## config.mk

```make
export PLATFORM = sky130hd
export DESIGN_NAME = wwd_top
export DESIGN_NICKNAME = d
export VERILOG_FILES = /design/src/wwd_pkg.sv /design/src/wwd_tick_div.sv /design/src/wwd_top.sv
export VERILOG_INCLUDE_DIRS = /design/src
export SDC_FILE = /design/constraint.sdc
export NUM_CORES = 1
export LEC_CHECK = 0
export BUFFER_PORTS_ARGS = -buffer_cell sky130_fd_sc_hd__buf_4
export CAP_MARGIN = 20
export CORE_MARGIN = 3
export CORE_UTILIZATION = 55
export DETAILED_ROUTE_END_ITERATION = 12
export PLACE_DENSITY = 0.83
export REMOVE_ABC_BUFFERS = 1
export SLEW_MARGIN = 20
export SYNTH_ARGS = -nofsm -noshare
export SYNTH_HDL_FRONTEND = slang
export SYNTH_SLANG_ARGS = --single-unit
```

## constraint.sdc

```tcl
create_clock -name pclk -period 8.23 [get_ports pclk]
set_input_delay 1.646 -clock pclk [delete_from_list [all_inputs] [get_ports pclk]]
set_output_delay 1.646 -clock pclk [all_outputs]
set_load 0.005 [all_outputs]
```

## src/wwd_regs.svh

```systemverilog
`ifndef WWD_REGS_SVH
`define WWD_REGS_SVH

// register byte offsets on the apb window
`define WWD_MODE_OFS 12'h000
`define WWD_TC_OFS 12'h004
`define WWD_FEED_OFS 12'h008
`define WWD_COUNT_OFS 12'h00c
`define WWD_WARN_OFS 12'h010
`define WWD_WINDOW_OFS 12'h014

// mode register bit positions
`define WWD_MODE_EN 0
`define WWD_MODE_RST 1
`define WWD_MODE_PROT 2
`define WWD_MODE_SLEEP 3
`define WWD_MODE_WIN 4
`define WWD_MODE_RSTFLAG 5
`define WWD_MODE_WARNFLAG 6
`define WWD_MODE_TMOFLAG 7

// feed sequence key values
`define WWD_FEED_KEY1 8'haa
`define WWD_FEED_KEY2 8'h55

// counter limits and reset values
`define WWD_TC_MIN 24'h0000ff
`define WWD_TC_RST 24'hffffff
`define WWD_WARN_RST 24'h000000
`define WWD_WIN_RST 24'hffffff

// fixed prescaler: watchdog tick clocks per counter step
`define WWD_PRESCALE_DIV 4
`define WWD_PRESCALE_LAST 2'h3

`endif

```

## src/wwd_pkg.sv

```systemverilog
package wwd_pkg;
    // 24-bit counter value
    typedef logic [23:0] wwd_cnt_t;
    // feed sequence tracker
    typedef enum logic [0:0] {
        WWD_FEED_IDLE = 1'b0,
        WWD_FEED_HALF = 1'b1
    } wwd_feed_st_t;
endpackage

```

## src/wwd_tick_div.sv

```systemverilog
`timescale 1ns/1ps
`include "wwd_regs.svh"

module wwd_tick_div (
    // clock and reset
    input wire logic pclk,
    input wire logic presetn,
    // watchdog tick clock pin and run gate
    input wire logic tick_pin,
    input wire logic run,
    // one-cycle counter step enable
    output logic tick_en
);
    logic sync1_r;
    logic sync2_r;
    logic hist_r;
    logic [1:0] div_r;
    logic rise;

    // two-flop synchroniser, then history flop for edge detect
    always_ff @(posedge pclk or negedge presetn) begin
        if (!presetn) begin
            sync1_r <= 1'b0;
            sync2_r <= 1'b0;
            hist_r <= 1'b0;
        end else begin
            sync1_r <= tick_pin;
            sync2_r <= sync1_r;
            hist_r <= sync2_r;
        end
    end

    assign rise = sync2_r & ~hist_r;

    // divide rising tick edges by four while running
    always_ff @(posedge pclk or negedge presetn) begin
        if (!presetn) begin
            div_r <= 2'h0;
            tick_en <= 1'b0;
        end else begin
            tick_en <= rise & run & (div_r == `WWD_PRESCALE_LAST);
            if (rise & run) begin
                div_r <= div_r + 2'h1;
            end
        end
    end
endmodule

```

## src/wwd_top.sv

```systemverilog
// Decided for this implementation: register access over APB and the address map.
`timescale 1ns/1ps
`include "wwd_regs.svh"

// Function
// - once enabled, missing a feed before time-out produces a watchdog event
// - time-out either resets the chip or only raises an interrupt, by mode bit
// - with windowing on, a feed counts only between window and time-out
// - warning interrupt raised when the counter reaches a programmable value
// - 24-bit counter steps once per four watchdog tick clocks
// - period from 256 steps (1,024 ticks) up to 2^24 steps, four ticks each
// - enable cannot be cleared by software, only by reset or watchdog reset
// - a bad feed sequence while enabled fires the watchdog event at once
// - optional protection ignores reload writes until the warning point is reached
// - a flag records that a watchdog reset has happened
// - counter may keep running in deep sleep from the tick clock
module wwd_top (
    // clock and reset
    input wire logic pclk,
    input wire logic presetn,
    // apb slave
    input wire logic psel,
    input wire logic penable,
    input wire logic pwrite,
    input wire logic [11:0] paddr,
    input wire logic [31:0] pwdata,
    output logic [31:0] prdata,
    output logic pready,
    output logic pslverr,
    // watchdog tick clock pin and power state
    input wire logic tick_pin,
    input wire logic deep_sleep,
    // event outputs
    output logic wdt_reset,
    output logic warn_irq,
    output logic tmo_irq,
    // live counter value
    output wwd_pkg::wwd_cnt_t wdt_count
);
    import wwd_pkg::*;

    logic mode_en_r;
    logic mode_rst_r;
    logic mode_prot_r;
    logic mode_sleep_r;
    logic mode_win_r;
    logic rst_flag_r;
    logic warn_flag_r;
    logic tmo_flag_r;
    wwd_cnt_t tc_r;
    wwd_cnt_t warn_r;
    wwd_cnt_t win_r;
    wwd_cnt_t count_r;
    wwd_cnt_t count_dec;
    wwd_cnt_t tc_wr;
    wwd_feed_st_t feed_st_r;
    wwd_feed_st_t feed_st_nxt;
    logic [31:0] prdata_r;
    logic pslverr_r;
    logic wdt_reset_r;
    logic run;
    logic tick_en;
    logic access;
    logic setup;
    logic wr;
    logic mapped;
    logic wr_mode;
    logic wr_tc;
    logic wr_feed;
    logic wr_warn;
    logic wr_win;
    logic feed_try;
    logic feed_ok;
    logic bad_feed;
    logic tmo_hit;
    logic warn_hit;
    logic wd_event;
    logic rst_evt;
    logic irq_evt;
    logic tc_locked;

    // counter runs only when enabled, and in deep sleep only if allowed
    // pausing here also freezes the prescaler phase, so no partial step is lost
    assign run = mode_en_r & (~deep_sleep | mode_sleep_r);

    // tick clock sync and fixed divide-by-four prescaler
    // the tick pin is asynchronous, so nothing here reads it before two flops
    wwd_tick_div u_tick_div (
        .pclk(pclk),
        .presetn(presetn),
        .tick_pin(tick_pin),
        .run(run),
        .tick_en(tick_en)
    );

    // apb phase decode
    assign setup = psel & ~penable;
    assign access = psel & penable;
    assign wr = access & pwrite;
    assign mapped = (paddr == `WWD_MODE_OFS) | (paddr == `WWD_TC_OFS) |
                    (paddr == `WWD_FEED_OFS) | (paddr == `WWD_COUNT_OFS) |
                    (paddr == `WWD_WARN_OFS) | (paddr == `WWD_WINDOW_OFS);
    assign wr_mode = wr & (paddr == `WWD_MODE_OFS);
    assign wr_tc = wr & (paddr == `WWD_TC_OFS);
    assign wr_feed = wr & (paddr == `WWD_FEED_OFS);
    assign wr_warn = wr & (paddr == `WWD_WARN_OFS);
    assign wr_win = wr & (paddr == `WWD_WINDOW_OFS);

    // slave always answers in the access phase without wait states
    // read data is latched at setup so the access phase sees a settled word
    assign pready = 1'b1;
    assign prdata = prdata_r;
    assign pslverr = pslverr_r & access;

    // feed sequence tracker: first key arms, very next access must be the second key
    // any access in between, read or write, to any address, breaks the sequence
    always_comb begin
        feed_st_nxt = feed_st_r;
        feed_try = 1'b0;
        bad_feed = 1'b0;
        unique case (feed_st_r)
            WWD_FEED_IDLE: begin
                if (wr_feed) begin
                    if (pwdata[7:0] == `WWD_FEED_KEY1) begin
                        feed_st_nxt = WWD_FEED_HALF;
                    end else begin
                        bad_feed = 1'b1;
                    end
                end
            end
            WWD_FEED_HALF: begin
                if (access) begin
                    feed_st_nxt = WWD_FEED_IDLE;
                    if (wr_feed & (pwdata[7:0] == `WWD_FEED_KEY2)) begin
                        feed_try = 1'b1;
                    end else begin
                        bad_feed = 1'b1;
                    end
                end
            end
        endcase
        // feeding before the window opens is also a bad feed
        if (feed_try & mode_win_r & (count_r > win_r)) begin
            feed_try = 1'b0;
            bad_feed = 1'b1;
        end
    end

    assign feed_ok = feed_try;

    always_ff @(posedge pclk or negedge presetn) begin
        if (!presetn) begin
            feed_st_r <= WWD_FEED_IDLE;
        end else begin
            feed_st_r <= feed_st_nxt;
        end
    end

    // time-out and warning detection on counter steps
    // warning fires on the step that lands on the level, never on the zero step
    assign count_dec = count_r - 24'h000001;
    assign tmo_hit = tick_en & (count_r == 24'h000000);
    assign warn_hit = tick_en & (count_r != 24'h000000) & (count_dec == warn_r);

    // bad feed only matters while enabled; it fires without waiting
    // a disabled watchdog still tracks keys so a later enable starts clean
    assign wd_event = mode_en_r & (tmo_hit | bad_feed);
    assign rst_evt = wd_event & mode_rst_r;
    assign irq_evt = wd_event & ~mode_rst_r;

    // down counter: reload on feed or event, else step on prescaled tick
    // the reload has priority so a feed on a step edge is never lost
    always_ff @(posedge pclk or negedge presetn) begin
        if (!presetn) begin
            count_r <= `WWD_TC_RST;
        end else if (feed_ok | wd_event) begin
            count_r <= tc_r;
        end else if (tick_en) begin
            count_r <= count_dec;
        end
    end

    assign wdt_count = count_r;

    // enable is set-only from software; a watchdog reset clears it
    // writing zero to the enable bit is simply ignored
    always_ff @(posedge pclk or negedge presetn) begin
        if (!presetn) begin
            mode_en_r <= 1'b0;
        end else if (rst_evt) begin
            mode_en_r <= 1'b0;
        end else if (wr_mode & pwdata[`WWD_MODE_EN]) begin
            mode_en_r <= 1'b1;
        end
    end

    // plain mode option bits
    always_ff @(posedge pclk or negedge presetn) begin
        if (!presetn) begin
            mode_rst_r <= 1'b0;
            mode_prot_r <= 1'b0;
            mode_sleep_r <= 1'b0;
            mode_win_r <= 1'b0;
        end else if (wr_mode) begin
            mode_rst_r <= pwdata[`WWD_MODE_RST];
            mode_prot_r <= pwdata[`WWD_MODE_PROT];
            mode_sleep_r <= pwdata[`WWD_MODE_SLEEP];
            mode_win_r <= pwdata[`WWD_MODE_WIN];
        end
    end

    // sticky flags, write one to clear, a new event wins over the clear
    // set-wins keeps an event that races a clear from vanishing unseen
    always_ff @(posedge pclk or negedge presetn) begin
        if (!presetn) begin
            rst_flag_r <= 1'b0;
            warn_flag_r <= 1'b0;
            tmo_flag_r <= 1'b0;
        end else begin
            if (rst_evt) begin
                rst_flag_r <= 1'b1;
            end else if (wr_mode & pwdata[`WWD_MODE_RSTFLAG]) begin
                rst_flag_r <= 1'b0;
            end
            if (warn_hit & mode_en_r) begin
                warn_flag_r <= 1'b1;
            end else if (wr_mode & pwdata[`WWD_MODE_WARNFLAG]) begin
                warn_flag_r <= 1'b0;
            end
            if (irq_evt) begin
                tmo_flag_r <= 1'b1;
            end else if (wr_mode & pwdata[`WWD_MODE_TMOFLAG]) begin
                tmo_flag_r <= 1'b0;
            end
        end
    end

    assign warn_irq = warn_flag_r;
    assign tmo_irq = tmo_flag_r;

    // reset request pulse, one cycle per reset-mode event
    // registered so the request leaves the block glitch-free
    always_ff @(posedge pclk or negedge presetn) begin
        if (!presetn) begin
            wdt_reset_r <= 1'b0;
        end else begin
            wdt_reset_r <= rst_evt;
        end
    end

    assign wdt_reset = wdt_reset_r;

    // reload value: clamp to minimum, optionally locked until warning point
    // clamping keeps the shortest period at 256 steps whatever is written
    assign tc_locked = mode_prot_r & (count_r > warn_r);
    assign tc_wr = (pwdata[23:0] < `WWD_TC_MIN) ? `WWD_TC_MIN : pwdata[23:0];

    always_ff @(posedge pclk or negedge presetn) begin
        if (!presetn) begin
            tc_r <= `WWD_TC_RST;
        end else if (wr_tc & ~tc_locked) begin
            tc_r <= tc_wr;
        end
    end

    // warning and window compare values
    always_ff @(posedge pclk or negedge presetn) begin
        if (!presetn) begin
            warn_r <= `WWD_WARN_RST;
            win_r <= `WWD_WIN_RST;
        end else begin
            if (wr_warn) begin
                warn_r <= pwdata[23:0];
            end
            if (wr_win) begin
                win_r <= pwdata[23:0];
            end
        end
    end

    // read data and error captured in the setup phase
    // unmapped offsets read as zero and flag an error in the access phase
    always_ff @(posedge pclk or negedge presetn) begin
        if (!presetn) begin
            prdata_r <= 32'h00000000;
            pslverr_r <= 1'b0;
        end else if (setup) begin
            pslverr_r <= ~mapped;
            prdata_r <= 32'h00000000;
            if (!pwrite) begin
                unique case (paddr)
                    `WWD_MODE_OFS: prdata_r <= {24'h000000, tmo_flag_r, warn_flag_r,
                        rst_flag_r, mode_win_r, mode_sleep_r, mode_prot_r,
                        mode_rst_r, mode_en_r};
                    `WWD_TC_OFS: prdata_r <= {8'h00, tc_r};
                    `WWD_COUNT_OFS: prdata_r <= {8'h00, count_r};
                    `WWD_WARN_OFS: prdata_r <= {8'h00, warn_r};
                    `WWD_WINDOW_OFS: prdata_r <= {8'h00, win_r};
                    default: prdata_r <= 32'h00000000;
                endcase
            end
        end
    end
endmodule

```

# After elaboration in Yosys (flattened, before gate mapping)
# Index checks and enable logic that the tools add are counted.
[op_classes]
bitwise_logic = 44
add_sub_neg = 2
reduce_logical = 8
magnitude_cmp = 3
eq_ne = 9
mux = 27
[op_table]
columns = ["op", "count"]
rows = [
  ["24-bit one-hot mux with 5 select lines", 1],
  ["24-bit 2-to-1 mux", 4],
  ["24-bit greater-than comparator", 2],
  ["1-bit AND", 29],
  ["12-bit by 4-bit == test with 1-bit output, second input constant", 2],
  ["12-bit by 5-bit == test with 1-bit output, second input constant", 2],
  ["24-bit == test", 1],
  ["24-bit logical NOT", 1],
  ["24-bit by 8-bit < comparator with 1-bit output, second input constant", 1],
  ["24-bit nonzero test", 1],
  ["24-bit by 1-bit subtractor with 24-bit output, second input constant", 1],
  ["1-bit 2-to-1 mux", 20],
  ["12-bit by 3-bit == test with 1-bit output, second input constant", 1],
  ["12-bit logical NOT", 1],
  ["2-bit nonzero test", 5],
  ["8-bit by 7-bit == test with 1-bit output, second input constant", 1],
  ["8-bit == test, second input constant", 1],
  ["1-bit OR", 8],
  ["1-bit NOT", 7],
  ["1-bit one-hot mux with 2 select lines", 2],
  ["2-bit by 1-bit adder with 2-bit output, second input constant", 1],
  ["2-bit == test, second input constant", 1],
]
[totals]
output_inout_bits = 61
ff_bits = 145
wordCells = 114

# Logic depth before layout (Yosys ltp)
# Gate-level depths: netlist of run 1.
[logic_depth]
ltp_word = 14
ltp_mapped = 11
depth_no_buf = 9

# Hierarchy
# A second synthesis of run 1 with hierarchy kept.
[hier_totals]
cells_unflattened = 860
hier_area_um2 = 8398.1
[by_module_without_submodules]
columns = ["module", "seq_area_each_um2", "n_inst", "area_per_inst_um2", "cells_per_inst"]
rows = [
  ["wwd_top", 3368.2, 1, 8184.1, 848],
  ["wwd_tick_div", 150.1, 1, 214.0, 12],
]

# Worst setup path after synthesis of run 1
# OpenSTA, ideal clock, no wires.
[synth_path]
kind = "input to register"
start = "input paddr[1]"
end = "register tc_r[10]"
setup_slack_ps = 4514
path_stages = 9
setup_ps = 82
arrival_time_ps = 3634
cell_sequence = "nor4_2 > nand4_2 > nor3b_2 > nand2_1 > nor2_1 > a41o_1 > clkbuf_1 > buf_2 > mux2_2"
[synth_between]
elab_chain_cells = 3
[synth_rtl]
columns = ["element", "line", "rtl"]
rows = [
  ["from (decl)", "wwd_top.sv:25", "input wire logic [11:0] paddr,"],
  ["12-bit by 3-bit == test with 1-bit output", "-", ""],
  ["1-bit AND", "wwd_top.sv:104", "assign wr_tc = wr & (paddr == `WWD_TC_OFS);"],
  ["1-bit AND", "wwd_top.sv:261", "end else if (wr_tc & ~tc_locked) begin"],
  ["to (signal assigned)", "wwd_top.sv:260", "tc_r <= `WWD_TC_RST;"],
  ["to (signal assigned)", "wwd_top.sv:262", "tc_r <= tc_wr;"],
  ["to (decl)", "wwd_top.sv:50", "wwd_cnt_t tc_r;"],
]
# Every way passes these cells.
# A chain may end at the register's enable or synchronous reset.

# Final worst setup path of run 1
[layout_path]
start = "input paddr[1]"
end = "register tc_r[5]"
# The elaborated chain is that of the path after synthesis.

==> out/summary.txt, run 1 <==
area of the multi-input gates -> 4670 µm²
gr usage total -> 0.268
Slowest cell on crit path -> buf_4
element type at the critical path start -> input pin
# diodes -> 0
Critical Path End Type -> flip-flop
TritonCTS clock tree -> built
most frequent cells in the layout -> 101 x buf_4, 99 x nand2_1, 72 x dfstp_2
WS Path Type -> in -> reg
post-CTS setup buffer count -> 0
Max-cap violations -> 0
run status -> finished, final reports clean
initial drt markers -> 582
post-synth cell types -> 67
Die H -> 131 µm
fin. max-slew vios -> 0
# DRC -> 0
Hold Path Class -> reg -> reg
Final ANT Viol Nets -> 0
final non-filler cell total -> 1168
commonest non-fill, non-tap cell in the layout -> buf_4
Critical Path AT -> 4.21 ns
GR Overflow Total -> 0
first-pass GRT wire length -> 37000 µm
dominant cell type by area after synthesis -> dfstp_2
final setup violation count -> 0
sequential element share of the synthesized area -> 0.408
FP Rows -> 45
Most common cell on crit path -> buf_4
Filler cells -> 1203
I/O Buffers -> 94
Placer Congestion -> 0.945
worst skew pair latency -> 0.43 ns
Yosys Warn Count -> 0
dpl cells -> 1136
peak supply drop -> 0.136 mV
Syn-to-layout area delta -> 16.1%
vias in the first global route -> 6825
PwrDens -> 151 nW/µm²
Final Routed Wirelength -> 22700 µm
layout cells sized above 1 -> 0.317
clk_skew -> 0.0119 ns
CTS Hold Bufs -> 0
clk sinks -> 137
synth top area cells -> dfstp_2 22%, dfrtp_1 19%, mux2_2 9.3%
Hold Vio Cnt, Final -> 0
Die Wd -> 131 µm
Worst-Margin Slew -> 0.856 ns
Detail Placement HPWL -> 15600 µm
Clock Pin Slew Worst Setup and Hold Paths -> 0.06 ns
Mapped Cells -> 870
EDFF count, synth -> 0
initial core utilization -> 0.566
TritonCTS Buffers -> 17
Core Area -> 15300 µm²
Slew headroom -> 0.429
initial antenna violation count -> 0
DRT Pass-1 Iters -> 5
I/O Pins -> 112
Sequential Area -> 3520 µm²
RSZ-0062 raised after global routing -> no
Final period util -> 0.469
via count -> 6870
CP Max Fanout -> 25
area of the mapped netlist -> 8630 µm²
Yosys top cell area share -> 0.219
slowest stage delay, CP -> 0.40 ns
WL/cell -> 19.5 µm
Synth Flop Type -> dfstp_2
Die ar. -> 17200 µm²
critical path data required time -> 8.58 ns
post-CTS sizing -> 0
Avg Cell Area, Syn -> 9.92 µm²
Min Clock Period, post-route -> 3.86 ns
ys async rst share -> 1.00
Avg Vias per Cell -> 5.88
Yosys reg bits -> 137
setup TNS -> 0 ns
deepest level of the CTS H-tree -> 4
largest net degree at the start of global routing -> 70
fmax -> 0.259 GHz
Clock Path Buffers -> 2
nets -> 1046
CP cell instances -> buf_4, nor4_2, nand4_2, nor3b_2, buf_4, nand2_1, nor2_1, a41o_1, buf_4, mux2_2
P_leak -> 4.54 nW
Clock Tree Root -> clkbuf_16
[kinds of logic (layout without fill, tap and decap cells)]
family / Yosys count / count (layout) / synth area share
other: 2 / 9 / 0.000870
AND/OR/NAND/NOR: 250 / 250 / 0.154
adder cells (fa/ha/maj): 51 / 51 / 0.0739
flip-flops: 137 / 137 / 0.408
multiplexers: 104 / 104 / 0.132
buffers and inverters: 108 / 188 / 0.0581
AO/OA/AOI/OAI: 162 / 162 / 0.116
XOR/XNOR: 56 / 56 / 0.0568
[report_power, final]
part / switching, mW / total [mW] / internal [mW]
sequential: 0.00141 / 0.680 / 0.678
clock: 0.307 / 0.771 / 0.464
combinational: 0.0393 / 0.0635 / 0.0242
[flip-flops by register name, indices dropped and copies added (netlist names), 2 cells and up]
signal and count:
warn_r 24, u_tick_div.div_r 2, prdata 24, wdt_count 24, win_r 24, tc_r 24
[area by class of cell]
cell class              instances  area share
well taps                     211      0.0263
repair buffers                102      0.0768
multi-input cells             632       0.466
clock buffers                  19      0.0452
flip-flops and latches        137       0.351
clock inverters                13      0.0145
inverters                      54      0.0202
[final timing paths]
check | from | endpoint | slack [ns] | cells after the start
hold reg to reg | u_tick_div.sync1_r | u_tick_div.sync2_r | 0.35 | 0
setup / recovery | paddr[1] | tc_r[5] | 4.37 | 10
min in group asynchronous | presetn | u_tick_div.sync1_r | 1.20 | 1
hold / removal | u_tick_div.sync1_r | u_tick_div.sync2_r | 0.35 | 0
max in group asynchronous | presetn | prdata[18] | 5.73 | 2
setup reg to reg | win_r[23] | wdt_count[8] | 4.67 | 10
[per-layer routing]
metal | share of wire | up-vias | track usage | routed length (µm)
met5 | 0 | - | 0 | 0
met1 | 0.46 | 3423 | 0.368 | 10400
met2 | 0.48 | 194 | 0.436 | 11000
li1 | - | 3226 | - | -
met3 | 0.043 | 27 | 0.0479 | 987
met4 | 0.019 | 0 | 0.0834 | 427
[cell usage after synthesis (8+ instances only)]
cell type  number
ha_1           51
clkbuf_1       29
dfrtp_1        65
nand4_1        16
nor2_1         35
a21oi_1        40
a221oi_1       10
mux2i_1        26
dfstp_2        72
nor4_1         12
xnor2_1        40
o21ai_0        68
mux2_2         71
buf_2           8
buf_4           9
nand2b_1       15
inv_1          54
xor2_1         16
nand3_1        11
nand2_1        99
nor3_1         16
[metrics by stage]
| stage | area [µm²] | setup slack [ns] | power [mW] | util | hold slack [ns] |
|---|---|---|---|---|---|
| after detailed placement | 9410 | 4.06 | 0.753 | 0.617 | 0.335 |
| after floorplan | 8360 | 2.94 | 0.706 | - | 0.331 |
| after CTS | 10000 | 4.50 | 1.53 | 0.656 | 0.348 |
| final | 10000 | 4.37 | 1.51 | 0.657 | 0.348 |
| after global placement | 9410 | 4.10 | 0.752 | 0.617 | 0.335 |
| after global routing | 10000 | 4.25 | 1.56 | 0.657 | 0.354 |
[critical path, delay by kind of cell]
family	cells	cell delay [ns]
simple gates	5	1.07
buf+inv	3	0.90
mux	1	0.40
compound gates	1	0.18
No activity file was read; power rests on OpenSTA's default activity.
==> run 2: changes to the inputs <==
--- a/config.mk
+++ b/config.mk
@@ -6,6 +6,7 @@
 export SDC_FILE = /design/constraint.sdc
 export NUM_CORES = 1
 export LEC_CHECK = 0
+export ABC_AREA = 1
 export BUFFER_PORTS_ARGS = -buffer_cell sky130_fd_sc_hd__buf_4
 export CAP_MARGIN = 20
 export CORE_MARGIN = 3
==> constraint.sdc (replaced) <==
create_clock -name pclk -period 3.9 [get_ports pclk]
set_input_delay 0.78 -clock pclk [delete_from_list [all_inputs] [get_ports pclk]]
set_output_delay 0.78 -clock pclk [all_outputs]
set_load 0.005 [all_outputs]
==> out/summary.txt, run 2 <==
RSZ-0062 raised after global routing -> no
fmax -> 0.321 GHz
deepest level of the CTS H-tree -> 4
Worst Path Buf+Inv -> 1
Final period util -> 0.798
fin. max-slew vios -> 0
Detail Placement HPWL -> 20400 µm
Max-cap violations -> 0
# diodes -> 0
CP top delay family -> simple AND/OR/NAND/NOR gates
Final ANT Viol Nets -> 0
Slowest cell on crit path -> dfstp_2
clk sinks -> 137
sequential element share of the synthesized area -> 0.381
Core Area -> 16200 µm²
dominant cell type by area after synthesis -> dfstp_2
Mapped Cells -> 1282
commonest non-fill, non-tap cell in the layout -> nand2_1
DP Area -> 10100 µm²
Final Routed Wirelength -> 28200 µm
Most common cell on crit path -> nand2_1
Filler cells -> 1373
initial drt markers -> 1009
GR Overflow Total -> 0
critical path data required time -> 4.26 ns
most frequent cells in the layout -> 369 x nand2_1, 154 x inv_1, 119 x nand3_1
Worst-Margin Slew -> 0.981 ns
PwrDens -> 525 nW/µm²
FP Rows -> 46
via count -> 9256
ys async rst share -> 1.00
post-CTS sizing -> 0
initial antenna violation count -> 0
Hold Vio Cnt, Final -> 0
# DRC -> 0
Syn-to-layout area delta -> 15.4%
synth top area cells -> dfstp_2 20%, dfrtp_1 18%, nand2_1 15%
slowest stage delay, CP -> 0.53 ns
Slew headroom -> 0.340
CP Max Fanout -> 48
I/O Pins -> 112
most frequent cell after synthesis -> nand2_1
worst skew pair latency -> 0.43 ns
P_leak -> 5.09 nW
Critical Path End Type -> flip-flop
WS Path Type -> reg -> reg
initial core utilization -> 0.572
peak supply drop -> 0.334 mV
post-CTS setup buffer count -> 0
TritonCTS clock tree -> built
EDFF count, synth -> 0
Hold Path Class -> in -> async
Clock Path Buffers -> 2
final hold slack -> 0.344 ns
setup TNS -> 0 ns
CP cell instances -> inv_1, ha_1, nand2_1, nor2_1, nand4_1, nor2_1, nand2_1, nand2_1, nor2_2, nand2_2, nand2_2, nand2_4, nand2_4, nand2_1, nand2_1, nand2_1
WL/cell -> 17.7 µm
Avg Vias per Cell -> 5.82
DRT Pass-1 Iters -> 5
Clock Tree Root -> clkbuf_16
post-route cell area -> 10700 µm²
Die Wd -> 136 µm
final setup violation count -> 0
Yosys Warn Count -> 0
post-synth cell types -> 43
CTS Hold Bufs -> 0
run status -> finished, final reports clean
gr usage total -> 0.317
TritonCTS Buffers -> 17
Placer Congestion -> 0.989
vias in the first global route -> 8607
Yosys top cell area share -> 0.205
Min Clock Period, post-route -> 3.11 ns
Clock Pin Slew Worst Setup and Hold Paths -> 0.06 ns
Yosys reg bits -> 137
Commonest cells post-synth -> 369 x nand2_1, 154 x inv_1, 119 x nand3_1
Die ar. -> 18400 µm²
Critical Path AT -> 3.48 ns
Synth Flop Type -> dfstp_2
element type at the critical path start -> flip-flop
clk_skew -> 0.00835 ns
nets -> 1464
Die H -> 136 µm
layout cells sized above 1 -> 0.185
I/O Buffers -> 94
first-pass GRT wire length -> 45700 µm
area of the mapped netlist -> 9250 µm²
Avg Cell Area, Syn -> 7.21 µm²
largest net degree at the start of global routing -> 73
==> run 2: kinds of logic (layout without fill, tap and decap cells) <==
kind of cell,Yosys count,count (layout),synth area share
AOI/OAI and AO/OA,184,184,0.109
xor gates and xnor gates,11,11,0.0119
adders and majority gates,51,51,0.0690
buffers and inverters,217,303,0.100
DFF,137,137,0.381
muxes,1,1,0.00122
other,2,9,0.000812
and+or+nand+nor,679,679,0.328
==> run 2: per-layer routing <==
layer	vias to the layer above	track usage	share of wire
met1	4325	0.450	0.43
met4	0	0.0997	0.027
li1	4349	-	-
met3	71	0.0698	0.10
met5	-	0	0
met2	511	0.487	0.44
==> run 2: through the flow <==
| step | std cells | setup WS [ns] | utilization | total power, mW |
|---|---|---|---|---|
| finish | 1591 | 0.786 | 0.660 | 5.60 |
| global route | 1591 | 0.585 | 0.660 | 5.98 |
| CTS | 1591 | 0.850 | 0.660 | 5.57 |
| global placement | 1559 | 0.983 | 0.622 | 3.82 |
| floorplan | 1233 | 1.21 | - | 3.15 |
| detailed placement | 1559 | 0.896 | 0.622 | 3.87 |
==> run 2: cell type report <==
class                   instances  area, µm²  share of cell area
clock buffers                  18        439              0.0411
clock inverters                14        170              0.0159
inverters                     161        606              0.0567
multi-input cells             935       4830               0.452
flip-flops and latches        137       3520               0.330
well taps                     216        270              0.0253
repair buffers                110        842              0.0789
==> run 2: worst paths after layout <==
kind / startpoint / to / slack (ns) / cells after the start
setup / recovery: win_r[15] / wdt_count[5] / 0.79 / 16
hold / removal: presetn / warn_r[14] / 0.34 / 1
setup reg to reg: win_r[15] / wdt_count[5] / 0.79 / 16
hold reg to reg: u_tick_div.sync1_r / u_tick_div.sync2_r / 0.35 / 0
max in group asynchronous: presetn / win_r[3] / 2.76 / 2
min in group pclk: u_tick_div.sync1_r / u_tick_div.sync2_r / 0.35 / 0
==> run 2: where the power goes <==
group | switching [mW] | internal [mW]
clock | 0.653 | 1.02
sequential | 0.373 | 1.68
combinational | 1.08 | 0.788
total | 2.11 | 3.49
==> run 3: changes to the inputs <==
==> constraint.sdc (replaced) <==
create_clock -name pclk -period 3.25 [get_ports pclk]
set_input_delay 0.65 -clock pclk [delete_from_list [all_inputs] [get_ports pclk]]
set_output_delay 0.65 -clock pclk [all_outputs]
set_load 0.005 [all_outputs]
==> out/summary.txt, run 3 (synthesized netlist as in run 2, its figures left out) <==
Final Routed Wirelength -> 28300 µm
P_leak -> 5.12 nW
commonest non-fill, non-tap cell in the layout -> nand2_1
Most common cell on crit path -> nand2_1
# DRC -> 0
clk_skew -> 0.00534 ns
Critical Path End Type -> flip-flop
vias in the first global route -> 8659
Final ANT Viol Nets -> 0
Filler cells -> 1396
Final period util -> 0.905
CP top delay family -> simple AND/OR/NAND/NOR gates
I/O Pins -> 112
DP Area -> 10100 µm²
Max-cap violations -> 0
Die Wd -> 136 µm
Net Sw Frac -> 0.374
fin. max-slew vios -> 0
Die ar. -> 18400 µm²
I/O Buffers -> 94
Hold Vio Cnt, Final -> 0
Clock Path Buffers -> 2
FP Rows -> 46
Core Area -> 16200 µm²
P_int -> 4.17 mW
Syn-to-layout area delta -> 15.7%
peak supply drop -> 0.429 mV
CTS Hold Bufs -> 0
GR Overflow Total -> 0
P_sw -> 2.50 mW
Slew headroom -> 0.320
Clock Tree Root -> clkbuf_16
RSZ-0062 raised after global routing -> no
TritonCTS clock tree -> built
setup TNS -> 0 ns
Slowest cell on crit path -> dfstp_2
slowest stage delay, CP -> 0.62 ns
Avg Vias per Cell -> 5.81
WL/cell -> 17.7 µm
TritonCTS Buffers -> 17
dpl cells -> 1565
critical path data required time -> 3.62 ns
initial drt markers -> 1113
run status -> finished, final reports clean
element type at the critical path start -> flip-flop
worst r2r path cells -> 12
Die H -> 136 µm
worst skew pair latency -> 0.43 ns
final non-filler cell total -> 1597
Min Clock Period, post-route -> 2.94 ns
initial core utilization -> 0.572
pre-CTS setup slack -> 0.412 ns
post-CTS sizing -> 0
clk sinks -> 137
deepest level of the CTS H-tree -> 4
final setup violation count -> 0
initial antenna violation count -> 0
WS Path Type -> reg -> reg
fin worst setup slack -> 0.309 ns
Worst Path Buf+Inv -> 1
Seq pwr share -> 0.365
WP depth -> 12
most frequent cells in the layout -> 369 x nand2_1, 154 x inv_1, 119 x nand3_1
CP Max Fanout -> 12
CP cell instances -> ha_1, nand2_1, nor2_1, nand2_1, nor4_1, nand2_1, nand3_1, nand3_2, nand2_1, buf_4, nand2_1, nand2_1
Placer Congestion -> 1.01
Detail Placement HPWL -> 20700 µm
post-CTS setup buffer count -> 0
Clock Pin Slew Worst Setup and Hold Paths -> 0.06 ns
first-pass GRT wire length -> 44900 µm
gr usage total -> 0.313
combinational share of power -> 0.344
Clock power frac -> 0.291
via count -> 9272
nets -> 1470
PwrDens -> 624 nW/µm²
layout cells sized above 1 -> 0.187
DRT Pass-1 Iters -> 6
largest net degree at the start of global routing -> 72
Critical Path AT -> 3.31 ns
Worst-Margin Slew -> 1.01 ns
fmax -> 0.340 GHz
# diodes -> 0
Hold Path Class -> in -> async
post-route cell area -> 10700 µm²
[run 3: final cells by class]
| type | count | area, µm² | share of cell area |
|---|---|---|---|
| Tap cell | 216 | 270 | 0.0253 |
| Clock buffer | 24 | 492 | 0.0460 |
| Clock inverter | 8 | 95.1 | 0.00889 |
| Inverter | 161 | 606 | 0.0566 |
| Timing Repair Buffer | 116 | 887 | 0.0829 |
| Sequential cell | 137 | 3520 | 0.329 |
| Multi-Input combinational cell | 935 | 4830 | 0.451 |
[run 3: per-stage QoR]
step	power (mW)	hold WS, ns	utilization
2_1_floorplan	3.78	0.331	-
3_3_place_gp	4.60	0.332	0.625
3_5_place_dp	4.67	0.341	0.625
4_1_cts	6.64	0.224	0.661
5_1_grt	7.11	0.244	0.661
6_report	6.67	0.201	0.661
[run 3: worst paths after layout]
| kind | from | end | slack [ns] |
|---|---|---|---|
| setup / recovery | wdt_count[23] | tc_r[17] | 0.31 |
| min in group pclk | tick_pin | u_tick_div.sync1_r | 0.33 |
| hold reg to reg | u_tick_div.sync1_r | u_tick_div.sync2_r | 0.35 |
| max in group asynchronous | presetn | tc_r[5] | 2.23 |
| hold / removal | presetn | warn_r[15] | 0.20 |
| setup reg to reg | wdt_count[23] | tc_r[17] | 0.31 |
[run 3: worst reg2reg max path: stages, from the launching register on]
cell	delay (ns)
dfstp_2	0.62
ha_1	0.18
nand2_1	0.07
nor2_1	0.21
nand2_1	0.12
nor4_1	0.51
nand2_1	0.12
nand3_1	0.11
nand3_2	0.34
nand2_1	0.21
buf_4	0.23
nand2_1	0.10
nand2_1	0.07
[run 3: power groups by stage]
stage	clock, mW	combinational [mW]	sequential (mW)
2_1_floorplan	0	1.45	2.33
3_3_place_gp	0	2.16	2.44
3_5_place_dp	0	2.23	2.44
4_1_cts	1.95	2.27	2.41
5_1_grt	2.04	2.61	2.47
6_report	1.94	2.30	2.43
[run 3: metal layers]
| layer | vias to the layer above | GRT usage | routed length, µm |
|---|---|---|---|
| met1 | 4340 | 0.438 | 12100 |
| met3 | 79 | 0.0721 | 2740 |
| li1 | 4348 | - | - |
| met2 | 505 | 0.484 | 12600 |
| met5 | - | 0 | 0 |
| met4 | 0 | 0.105 | 832 |
